**config.mk**
```make
export PLATFORM = sky130hd
export DESIGN_NAME = adc_control_register_logic
export DESIGN_NICKNAME = d
export VERILOG_FILES = /design/src/inc/adc_ctrl_pkg.sv /design/src/verilog/adc_control_register_logic.sv
export SDC_FILE = /design/constraint.sdc
export NUM_CORES = 1
export LEC_CHECK = 0
export BUFFER_PORTS_ARGS = -buffer_cell sky130_fd_sc_hd__buf_2
export CORE_MARGIN = 4
export CORE_UTILIZATION = 40
export DETAILED_ROUTE_END_ITERATION = 10
export GPL_ROUTABILITY_DRIVEN = 0
export PLACE_DENSITY = 0.72
export RECOVER_POWER = 50
export SLEW_MARGIN = 25
export SYNTH_ARGS = -nofsm -noshare
export SYNTH_HDL_FRONTEND = slang
export SYNTH_SLANG_ARGS = --single-unit
```
**constraint.sdc**
```tcl
create_clock -name ref_clk -period 3.9 [get_ports ref_clk]
set_clock_uncertainty 0.2 [all_clocks]
set_input_delay 0.585 -clock ref_clk [delete_from_list [all_inputs] [get_ports ref_clk]]
set_output_delay 0.585 -clock ref_clk [all_outputs]
set_load 0.02 [all_outputs]
```
**src/inc/adc_ctrl_pkg.sv**
```systemverilog
// Purpose: Shared constants and types for the converter control block
// Assumes: APB byte addresses, one 8-bit register per aligned word
// Notes:   Register values sit in the low byte; upper bits read as zero
package adc_ctrl_pkg;

   localparam logic [7:0] ADDR_RESULT_LOW  = 8'h00;
   localparam logic [7:0] ADDR_RESULT_HIGH = 8'h04;
   localparam logic [7:0] ADDR_CONV_CTRL   = 8'h08;
   localparam logic [7:0] ADDR_SRC_CLK_SEL = 8'h0c;
   localparam logic [7:0] ADDR_REF_AMP     = 8'h10;
   localparam logic [7:0] ADDR_BANDGAP     = 8'h14;
   localparam logic [7:0] ADDR_IRQ_STATUS  = 8'h18;
   localparam logic [7:0] ADDR_IRQ_MASK    = 8'h1c;

   localparam int BIT_START     = 7;
   localparam int BIT_BUSY      = 6;
   localparam int BIT_ENABLE    = 5;
   localparam int BIT_ALIGN     = 4;

   localparam logic [7:0] CONV_CTRL_WMASK = 8'hbf;
   localparam logic [7:0] SRC_CLK_WMASK   = 8'hf7;
   localparam logic [7:0] REF_AMP_WMASK   = 8'h9f;
   localparam logic [7:0] BANDGAP_WMASK   = 8'h01;
   localparam logic [7:0] REG_RESET       = 8'h00;

   localparam logic [3:0] LAST_EXT_CHANNEL = 4'hb;

   // Conversion length in conversion-clock ticks
   localparam logic [4:0] CONV_TICKS = 5'h10;

   // Interrupt status bits
   localparam int IRQ_DONE = 0;

   typedef enum logic [1:0] {
      CONV_IDLE,
      CONV_RUN,
      CONV_STORE
   } conv_state_e;

endpackage : adc_ctrl_pkg

```
**src/verilog/adc_control_register_logic.sv**
```systemverilog
// Purpose: Register and sequencing logic for a 12-bit converter
// Assumes: Analog core supplies a sample on conv_sample when sampled
// Notes:   APB slave, zero wait states, pslverr on unmapped address
// Contract
// - Store 12-bit result across high/low pair
// - Internal source disconnects external channel
// - Align 0: high=D11..4, low[7:4]=D3..0
// - Align 1: high[3:0]=D11..8, low=D7..0
// - Unused data bits read as zero
// - Disabled converter keeps data registers unchanged
// - Start after start bit low-high-low
// - Busy set on start, cleared at end
// - Enable low switches converter off
// - Channel codes 0..11 map, 11xx floats
// - Pin selected as input drops its I/O
// - Pin selected as input drops pull-high
// - Source field decodes external, supply, reference, ground
// - Clock divider by 1 to 128
// - Internal source ignores channel field
//
// Decided for this implementation: the register offsets and the APB register port.
module adc_control_register_logic (
   input  wire logic        ref_clk,
   input  wire logic        rstn,
   input  wire logic [7:0]  paddr,
   input  wire logic        psel,
   input  wire logic        penable,
   input  wire logic        pwrite,
   input  wire logic [31:0] pwdata,
   output logic      [31:0] prdata,
   output logic             pready,
   output logic             pslverr,
   input  wire logic [11:0] conv_sample,
   input  wire logic [15:0] pin_adc_select,
   output logic             converter_power,
   output logic             conv_clk_tick,
   output logic             sample_strobe,
   output logic [15:0]      analog_input_pin_connect,
   output logic [15:0]      pin_io_disable,
   output logic [15:0]      pin_pullup_disable,
   output logic [2:0]       internal_source,
   output logic             internal_selected,
   output logic [7:0]       reference_amplifier_control,
   output logic             bandgap_enable,
   output logic             irq
);

   typedef struct packed {
      logic [7:0]                conversion_control;
      logic [7:0]                source_and_clock_select;
      logic [7:0]                reference_amplifier_control;
      logic [7:0]                bandgap_control;
      logic [7:0]                result_low_byte;
      logic [7:0]                result_high_byte;
      logic [7:0]                irq_status;
      logic [7:0]                irq_mask;
      logic                      start_armed;
      adc_ctrl_pkg::conv_state_e state;
      logic [6:0]                div_count;
      logic [4:0]                tick_count;
      logic                      tick;
      logic [31:0]               rdata;
   } state_s;

   state_s cur;
   state_s nxt;

   function automatic logic [6:0] div_limit(input logic [2:0] code);
      div_limit = 7'((8'h01 << code) - 8'h01);
   endfunction : div_limit

   // True when the source field routes an external channel
   function automatic logic is_external(input logic [3:0] src);
      is_external = (src == 4'h0) || (src == 4'h4) || (src[3:2] == 2'b11);
   endfunction : is_external

   logic       wr_en;
   logic       rd_en;
   logic       mapped;
   logic [7:0] wbyte;
   logic       enable;
   logic       ext_sel;
   logic [3:0] chan;
   logic [3:0] src;

   assign wr_en  = psel && penable && pwrite;
   assign rd_en  = psel && penable && !pwrite;
   assign wbyte  = pwdata[7:0];
   assign enable = cur.conversion_control[adc_ctrl_pkg::BIT_ENABLE];
   assign chan   = cur.conversion_control[3:0];
   assign src    = cur.source_and_clock_select[7:4];
   assign ext_sel = is_external(src);

   always_comb begin
      unique case (paddr)
         adc_ctrl_pkg::ADDR_RESULT_LOW,
         adc_ctrl_pkg::ADDR_RESULT_HIGH,
         adc_ctrl_pkg::ADDR_CONV_CTRL,
         adc_ctrl_pkg::ADDR_SRC_CLK_SEL,
         adc_ctrl_pkg::ADDR_REF_AMP,
         adc_ctrl_pkg::ADDR_BANDGAP,
         adc_ctrl_pkg::ADDR_IRQ_STATUS,
         adc_ctrl_pkg::ADDR_IRQ_MASK: mapped = 1'b1;
         default:                     mapped = 1'b0;
      endcase
   end

   always_comb begin
      nxt = cur;
      nxt.tick = 1'b0;

      // Register writes; busy bit is never writable
      if (wr_en && mapped) begin
         unique case (paddr)
            adc_ctrl_pkg::ADDR_CONV_CTRL: begin
               nxt.conversion_control = (wbyte & adc_ctrl_pkg::CONV_CTRL_WMASK)
                  | (cur.conversion_control & ~adc_ctrl_pkg::CONV_CTRL_WMASK);
            end
            adc_ctrl_pkg::ADDR_SRC_CLK_SEL:
               nxt.source_and_clock_select = wbyte & adc_ctrl_pkg::SRC_CLK_WMASK;
            adc_ctrl_pkg::ADDR_REF_AMP:
               nxt.reference_amplifier_control = wbyte & adc_ctrl_pkg::REF_AMP_WMASK;
            adc_ctrl_pkg::ADDR_BANDGAP:
               nxt.bandgap_control = wbyte & adc_ctrl_pkg::BANDGAP_WMASK;
            adc_ctrl_pkg::ADDR_IRQ_MASK:
               nxt.irq_mask = {7'h00, wbyte[adc_ctrl_pkg::IRQ_DONE]};
            adc_ctrl_pkg::ADDR_IRQ_STATUS:
               nxt.irq_status = cur.irq_status & ~wbyte;
            default: begin
            end
         endcase
      end

      // Start bit seen high arms; seen low again launches
      if (cur.conversion_control[adc_ctrl_pkg::BIT_START]) begin
         nxt.start_armed = 1'b1;
      end

      // Divided conversion clock runs only while enabled
      if (!enable) begin
         nxt.div_count = 7'h00;
      end else if (cur.div_count >= div_limit(cur.source_and_clock_select[2:0])) begin
         nxt.div_count = 7'h00;
         nxt.tick = 1'b1;
      end else begin
         nxt.div_count = cur.div_count + 7'h01;
      end

      unique case (cur.state)
         adc_ctrl_pkg::CONV_IDLE: begin
            if (cur.start_armed && !cur.conversion_control[adc_ctrl_pkg::BIT_START]) begin
               nxt.start_armed = 1'b0;
               if (enable) begin
                  nxt.state = adc_ctrl_pkg::CONV_RUN;
                  nxt.tick_count = 5'h00;
                  nxt.conversion_control[adc_ctrl_pkg::BIT_BUSY] = 1'b1;
               end
            end
         end
         adc_ctrl_pkg::CONV_RUN: begin
            if (!enable) begin
               // Abort keeps old data in place
               nxt.state = adc_ctrl_pkg::CONV_IDLE;
               nxt.conversion_control[adc_ctrl_pkg::BIT_BUSY] = 1'b0;
            end else if (cur.tick) begin
               if (cur.tick_count == adc_ctrl_pkg::CONV_TICKS - 5'h01) begin
                  nxt.state = adc_ctrl_pkg::CONV_STORE;
               end else begin
                  nxt.tick_count = cur.tick_count + 5'h01;
               end
            end
         end
         adc_ctrl_pkg::CONV_STORE: begin
            // Data lands here, busy drops in the same edge
            // A disable written on the last run edge must not touch the data
            if (!enable) begin
               nxt.result_high_byte = cur.result_high_byte;
            end else if (cur.conversion_control[adc_ctrl_pkg::BIT_ALIGN]) begin
               nxt.result_high_byte = {4'h0, conv_sample[11:8]};
               nxt.result_low_byte  = conv_sample[7:0];
            end else begin
               nxt.result_high_byte = conv_sample[11:4];
               nxt.result_low_byte  = {conv_sample[3:0], 4'h0};
            end
            nxt.conversion_control[adc_ctrl_pkg::BIT_BUSY] = 1'b0;
            nxt.irq_status[adc_ctrl_pkg::IRQ_DONE] = 1'b1; // Set wins over clear
            nxt.state = adc_ctrl_pkg::CONV_IDLE;
         end
         default: begin
         end
      endcase

      // Registered read data
      nxt.rdata = 32'h0;
      if (rd_en) begin
         unique case (paddr)
            adc_ctrl_pkg::ADDR_RESULT_LOW:  nxt.rdata[7:0] = cur.result_low_byte;
            adc_ctrl_pkg::ADDR_RESULT_HIGH: nxt.rdata[7:0] = cur.result_high_byte;
            adc_ctrl_pkg::ADDR_CONV_CTRL:   nxt.rdata[7:0] = cur.conversion_control;
            adc_ctrl_pkg::ADDR_SRC_CLK_SEL: nxt.rdata[7:0] = cur.source_and_clock_select;
            adc_ctrl_pkg::ADDR_REF_AMP:     nxt.rdata[7:0] = cur.reference_amplifier_control;
            adc_ctrl_pkg::ADDR_BANDGAP:     nxt.rdata[7:0] = cur.bandgap_control;
            adc_ctrl_pkg::ADDR_IRQ_STATUS:  nxt.rdata[7:0] = cur.irq_status;
            adc_ctrl_pkg::ADDR_IRQ_MASK:    nxt.rdata[7:0] = cur.irq_mask;
            default:                        nxt.rdata = 32'h0;
         endcase
      end
   end

   always_ff @(posedge ref_clk or negedge rstn) begin
      if (!rstn) begin
         cur <= '0;
      end else begin
         cur <= nxt;
      end
   end

   // Read data is sampled by the master at the access edge, so it is
   // driven combinationally from current state; rdata copy kept for debug
   always_comb begin
      prdata = 32'h0;
      unique case (paddr)
         adc_ctrl_pkg::ADDR_RESULT_LOW:  prdata[7:0] = cur.result_low_byte;
         adc_ctrl_pkg::ADDR_RESULT_HIGH: prdata[7:0] = cur.result_high_byte;
         adc_ctrl_pkg::ADDR_CONV_CTRL:   prdata[7:0] = cur.conversion_control;
         adc_ctrl_pkg::ADDR_SRC_CLK_SEL: prdata[7:0] = cur.source_and_clock_select;
         adc_ctrl_pkg::ADDR_REF_AMP:     prdata[7:0] = cur.reference_amplifier_control;
         adc_ctrl_pkg::ADDR_BANDGAP:     prdata[7:0] = cur.bandgap_control;
         adc_ctrl_pkg::ADDR_IRQ_STATUS:  prdata[7:0] = cur.irq_status;
         adc_ctrl_pkg::ADDR_IRQ_MASK:    prdata[7:0] = cur.irq_mask;
         default:                        prdata = 32'h0;
      endcase
   end

   assign pready  = 1'b1;
   assign pslverr = psel && penable && !mapped;

   assign converter_power = enable;
   assign conv_clk_tick   = cur.tick;
   assign sample_strobe   = (cur.state == adc_ctrl_pkg::CONV_STORE);
   assign internal_selected = !ext_sel;
   assign internal_source   = src[2:0];

   // Codes above the last channel leave the input floating
   always_comb begin
      analog_input_pin_connect = 16'h0000;
      if (enable && ext_sel && chan <= adc_ctrl_pkg::LAST_EXT_CHANNEL) begin
         analog_input_pin_connect[chan] = 1'b1;
      end
   end

   assign pin_io_disable     = pin_adc_select;
   assign pin_pullup_disable = pin_adc_select;
   assign reference_amplifier_control = cur.reference_amplifier_control;
   assign bandgap_enable = cur.bandgap_control[0];
   assign irq = |(cur.irq_status & cur.irq_mask);

endmodule : adc_control_register_logic

```
# Yosys cells after proc, flatten, opt, wreduce, memory -nomap -nowiden
# Memory sizes are Yosys's and may differ from the RTL's.
# Cells that the tools add are included.
[op_classes]
muxes = 37
shifts = 1
reduce_logical = 32
add_sub_neg = 3
n_bitwise = 4
eq_ne = 19
n_lt_le_gt_ge = 4
[ops]
columns = ["cell", "n"]
rows = [
  ["8-bit one-hot mux with 8 select lines", 1],
  ["8-bit by 5-bit == test with 1-bit output, second input constant", 4],
  ["16-bit two-way mux", 2],
  ["31-bit two-way mux", 1],
  ["5-bit two-way mux", 5],
  ["7-bit two-way mux", 3],
  ["8-bit by 4-bit == test with 1-bit output, second input constant", 2],
  ["8-bit two-way mux", 2],
  ["2-bit AND reduction", 8],
  ["1-bit two-way mux", 13],
  ["2-bit != test, second input constant", 5],
  ["5-bit one-hot mux with 2 select lines", 1],
  ["9-bit two-way mux", 1],
  ["8-bit by 1-bit bitwise AND with 8-bit output", 1],
  ["8-bit bitwise AND", 1],
  ["8-bit by 3-bit == test with 1-bit output, second input constant", 1],
  ["1-bit logical AND", 8],
  ["8-bit zero test", 1],
  ["2-bit two-way mux", 4],
  ["8-bit inverter", 1],
  ["8-bit by 7-bit OR with 8-bit output", 1],
  ["8-bit OR reduction", 1],
  ["7-bit by 1-bit adder with 7-bit output, second input constant", 1],
  ["7-bit >= comparator", 1],
  ["other kinds (24)", 31],
]
[totals]
regBits = 63
memories = 1
mem_bits_ro = 32
out_inout_bits = 99
wordCells = 116
[memory_table]
columns = ["name", "depth", "width", "rd", "rd_ports_with_merged_regs", "wr", "line_no", "rtl"]
rows = [
  ["(no name shown)", 32, 1, 1, 0, 0, "adc_control_register_logic.sv:95", "unique case (paddr)"],
]

# Longest topological paths before layout
[logic_depth]
depth_word = 7
depth_mapped = 12

# Worst setup path after synthesis
# Ideal clock, no wire load.
[synth_timing]
path_type = "register to output"
from = "register cur, in the netlist internal_source[0]"
to = "output analog_input_pin_connect[0]"
arrival_ns = 2.037
path_buffers = 0
setup_slack_ns = 1.078
required_ns = 3.115
path_stages_with_launch = 5
cell_sequence = "dfrtp_1 > or3_1 > and2_1 > or2_2 > nor4b_1"
[synth_via]
elab_chain_cells = 6
word_cells_on_any_way = 7
classes_between = "eq/ne (1); mux (1); reduce/logical (5)"
[synth_lines]
columns = ["element", "line_no", "rtl"]
rows = [
  ["start: declaration", "adc_control_register_logic.sv:65", "state_s cur;"],
  ["start signal: assignment", "adc_control_register_logic.sv:214", "cur <= nxt;"],
  ["4-bit by 3-bit == test with 1-bit output / 4-bit zero test (equally long branches)", "adc_control_register_logic.sv:74", "is_external = (src == 4'h0) || (src == 4'h4) || (src[3:2] == 2'b11);"],
  ["1-bit logical OR (*) (2 in series)", "adc_control_register_logic.sv:74", ""],
  ["1-bit logical AND (*) (2 in series)", "adc_control_register_logic.sv:247", "if (enable && ext_sel && chan <= adc_ctrl_pkg::LAST_EXT_CHANNEL) begin"],
  ["16-bit two-way mux (*)", "adc_control_register_logic.sv:247", ""],
  ["end: declaration", "adc_control_register_logic.sv:38", "output logic [15:0] analog_input_pin_connect,"],
]
# Every way passes the cells marked *; elsewhere a longest branch is shown, timed or not.

==> results.json <==
{
  "switching_power_w": 0.000347,
  "dr.pass1.iters": 4,
  "cp-start-kind": "flop",
  "clock_path_buffers": 2,
  "setup_tns_ns": 0,
  "fin_util_pct": 44.2,
  "avgRoutedWirePerCell_um": 16.2,
  "hold_violations": 0,
  "grt-ovfl-total": 0,
  "final_common_cell": "buf_2",
  "p_per_area_nw_per_um2": 343,
  "ant_nets": 0,
  "avgSynthCellArea_um2": 9.86,
  "synth_edf_count": 0,
  "start_util_pct": 41.5,
  "drive_above_1_share_pct": 28.2,
  "antenna_cells": 0,
  "status": "complete, but fails checks",
  "dp_slack_ns": 0.804,
  "endpoint_kind": "flop",
  "drcViolationCount": 0,
  "port-buffer-count": 68,
  "nets": 527,
  "crit_type": "flop to flop",
  "die_x_um": 109,
  "grt_usage_pct": 16.3,
  "ys_ff_latch": 63,
  "combPwrFrac_pct": 7.8,
  "postCtsHoldBufs": 0,
  "rsz0062_at_grt": "no",
  "slew_violations": 52,
  "path_clk_slew_ns": 0.07,
  "cts_tree": "built",
  "first_iter_violations": 172,
  "vdd_ir_drop_max_mv": 0.199,
  "power_w": 0.00150,
  "ys.flop_type": "dfrtp_1",
  "max_slew_margin_pct": -82.5,
  "yosys_warnings": 0,
  "grt_max_degree": 52,
  "dieHeight_um": 109,
  "clkPwrFrac_pct": 48.3,
  "leakagePower_nw": 2.13,
  "fillers": 914,
  "cts_made_buffers": 9,
  "crit_required_ns": 3.91,
  "cts_setup_buffers": 0,
  "cts_root_buf": "clkbuf_8",
  "crit_path_max_fanout": 10,
  "first_global_vias": 2878,
  "min_path_type": "primary input to flop",
  "synthesis.instances": 415,
  "yosysTopAreaCell": "dfrtp_1",
  "post_cts_resized": 0,
  "power_frac_seq_pct": 43.9,
  "final_cell_mix": "66 x buf_2, 63 x dfrtp_1, 42 x nand2_1",
  "die_area_um2": 11900,
  "vias_per_cell": 5.16,
  "timing.fmax_ghz": 0.328,
  "core_area_um2": 9860,
  "crit_arrival_ns": 3.06,
  "worst_slew_pin_slew_ns": 2.74,
  "maxCapViolations": 1,
  "vias": 2971,
  "ioPinCount": 172,
  "period_needed_ns": 3.05,
  "synth_area_leaders": "dfrtp_1 39%, buf_4 13%, mux2_2 7.4%",
  "place_hpwl_um": 6970,
  "setup_viol": 0,
  "syn_area_um2": 4090,
  "multi_input_area_um2": 1970,
  "ys_types": 56,
  "grt_pass1_wl_um": 15000,
  "synth_top_area_share_pct": 38.5,
  "violations": "max-capacitance violations, max-slew violations",
  "area_growth_pct": 6.60,
  "fin_crit_sh_pct": 78.3,
  "totalWireLength_um": 9320,
  "seq_area_frac_synth_pct": 38.5,
  "htreeDepth": 3,
  "swShare_pct": 23.2,
  "regArea_um2": 1580,
  "antenna_found_initial": 0,
  "clock_sinks": 63,
  "ys_async_sr_fraction_pct": 100,
  "intPower_w": 0.00115,
  "clk_latency_ns": 0.34,
  "num_rows": 36,
  "setup_ws_ns": 0.847
}
worst paths after layout:
check	start	endpoint	slack, ns	cells after the start
setup / recovery	cur[98]$_DFFE_PN0P_	cur[41]$_DFF_PN0_	0.85	9
hold reg to reg	cur[68]$_DFFE_PN0P_	cur[68]$_DFFE_PN0P_	0.27	2
hold / removal	pwdata[5]	cur[61]$_DFFE_PN0P_	0.26	2
setup reg to reg	cur[98]$_DFFE_PN0P_	cur[41]$_DFF_PN0_	0.85	9
max in group asynchronous	rstn	chan[3]$_DFFE_PN0P_	0.95	2
min in group asynchronous	rstn	conv_clk_tick$_DFF_PN0_	0.92	1
cells by family (layout without fill, tap and decap cells):
| group | count (synthesis) | in the layout | share of synthesized area (%) |
|---|---|---|---|
| AND/OR/NAND/NOR | 130 | 130 | 17.0 |
| buffers and inverters | 98 | 97 | 16.0 |
| flip-flops | 63 | 63 | 38.5 |
| AO/OA/AOI/OAI | 56 | 56 | 9.08 |
| multiplexers | 44 | 44 | 13.1 |
| adder cells (fa/ha/maj) | 16 | 16 | 4.89 |
| XOR/XNOR | 6 | 6 | 1.28 |
| other | 2 | 31 | 0.183 |
metal layers:
metal,global-route usage [%],routed length [um]
met1,22.5,4100
met2,24.9,4380
met3,3.55,697
met4,6.40,153
met5,0,0
layout make-up:
type,count,area share (%)
Clock inverter,5,2.38
Multi-Input combinational cell,283,45.2
Clock buffer,11,3.47
Tap cell,133,3.81
Timing Repair Buffer,71,8.17
Sequential cell,63,36.1
Inverter,10,0.860
flip-flops by register name, summed over array words and instances (netlist names), named ones only:
signal / cells
bandgap_enable: 1
chan: 4
conv_clk_tick: 1
converter_power: 1
cur: 46
internal_source: 3
reference_amplifier_control: 6
critical path: stages, from the launching register on:
cell	delay, ns
dfrtp_1	0.49
or3_1	0.45
ha_1	0.29
nor3_1	0.23
a21oi_1	0.06
o21a_1	0.18
ha_1	0.28
o2111ai_1	0.11
o2111ai_1	0.53
nor2_1	0.11
power groups by stage:
stage / registers [W] / logic, W / clock network (W)
3_5_place_dp: 0.000671 / 0.000117 / 0
6_report: 0.000658 / 0.000116 / 0.000723
2_1_floorplan: 0.000669 / 0.000142 / 0
3_3_place_gp: 0.000671 / 0.000114 / 0
4_1_cts: 0.000658 / 0.000117 / 0.000732
5_1_grt: 0.000658 / 0.000130 / 0.000768
through the flow:
stage	instances	hold WS (ns)	cell area, um^2
6_report	576	0.260	4360
5_1_grt	576	0.246	4360
4_1_cts	576	0.0830	4370
3_5_place_dp	560	0.255	4120
3_3_place_gp	560	0.251	4120
2_1_floorplan	444	0.0894	4200
cells in the mapped netlist (all sizes together) (8+ instances only):
library cell	n
nor2	21
dfrtp	63
buf	76
mux2i	12
nand3	14
nand2	42
a21oi	9
mux2	27
o21ai	15
ha	16
nand3b	8
clkbuf	12
inv	10
(Power assumes the default switching activity.)
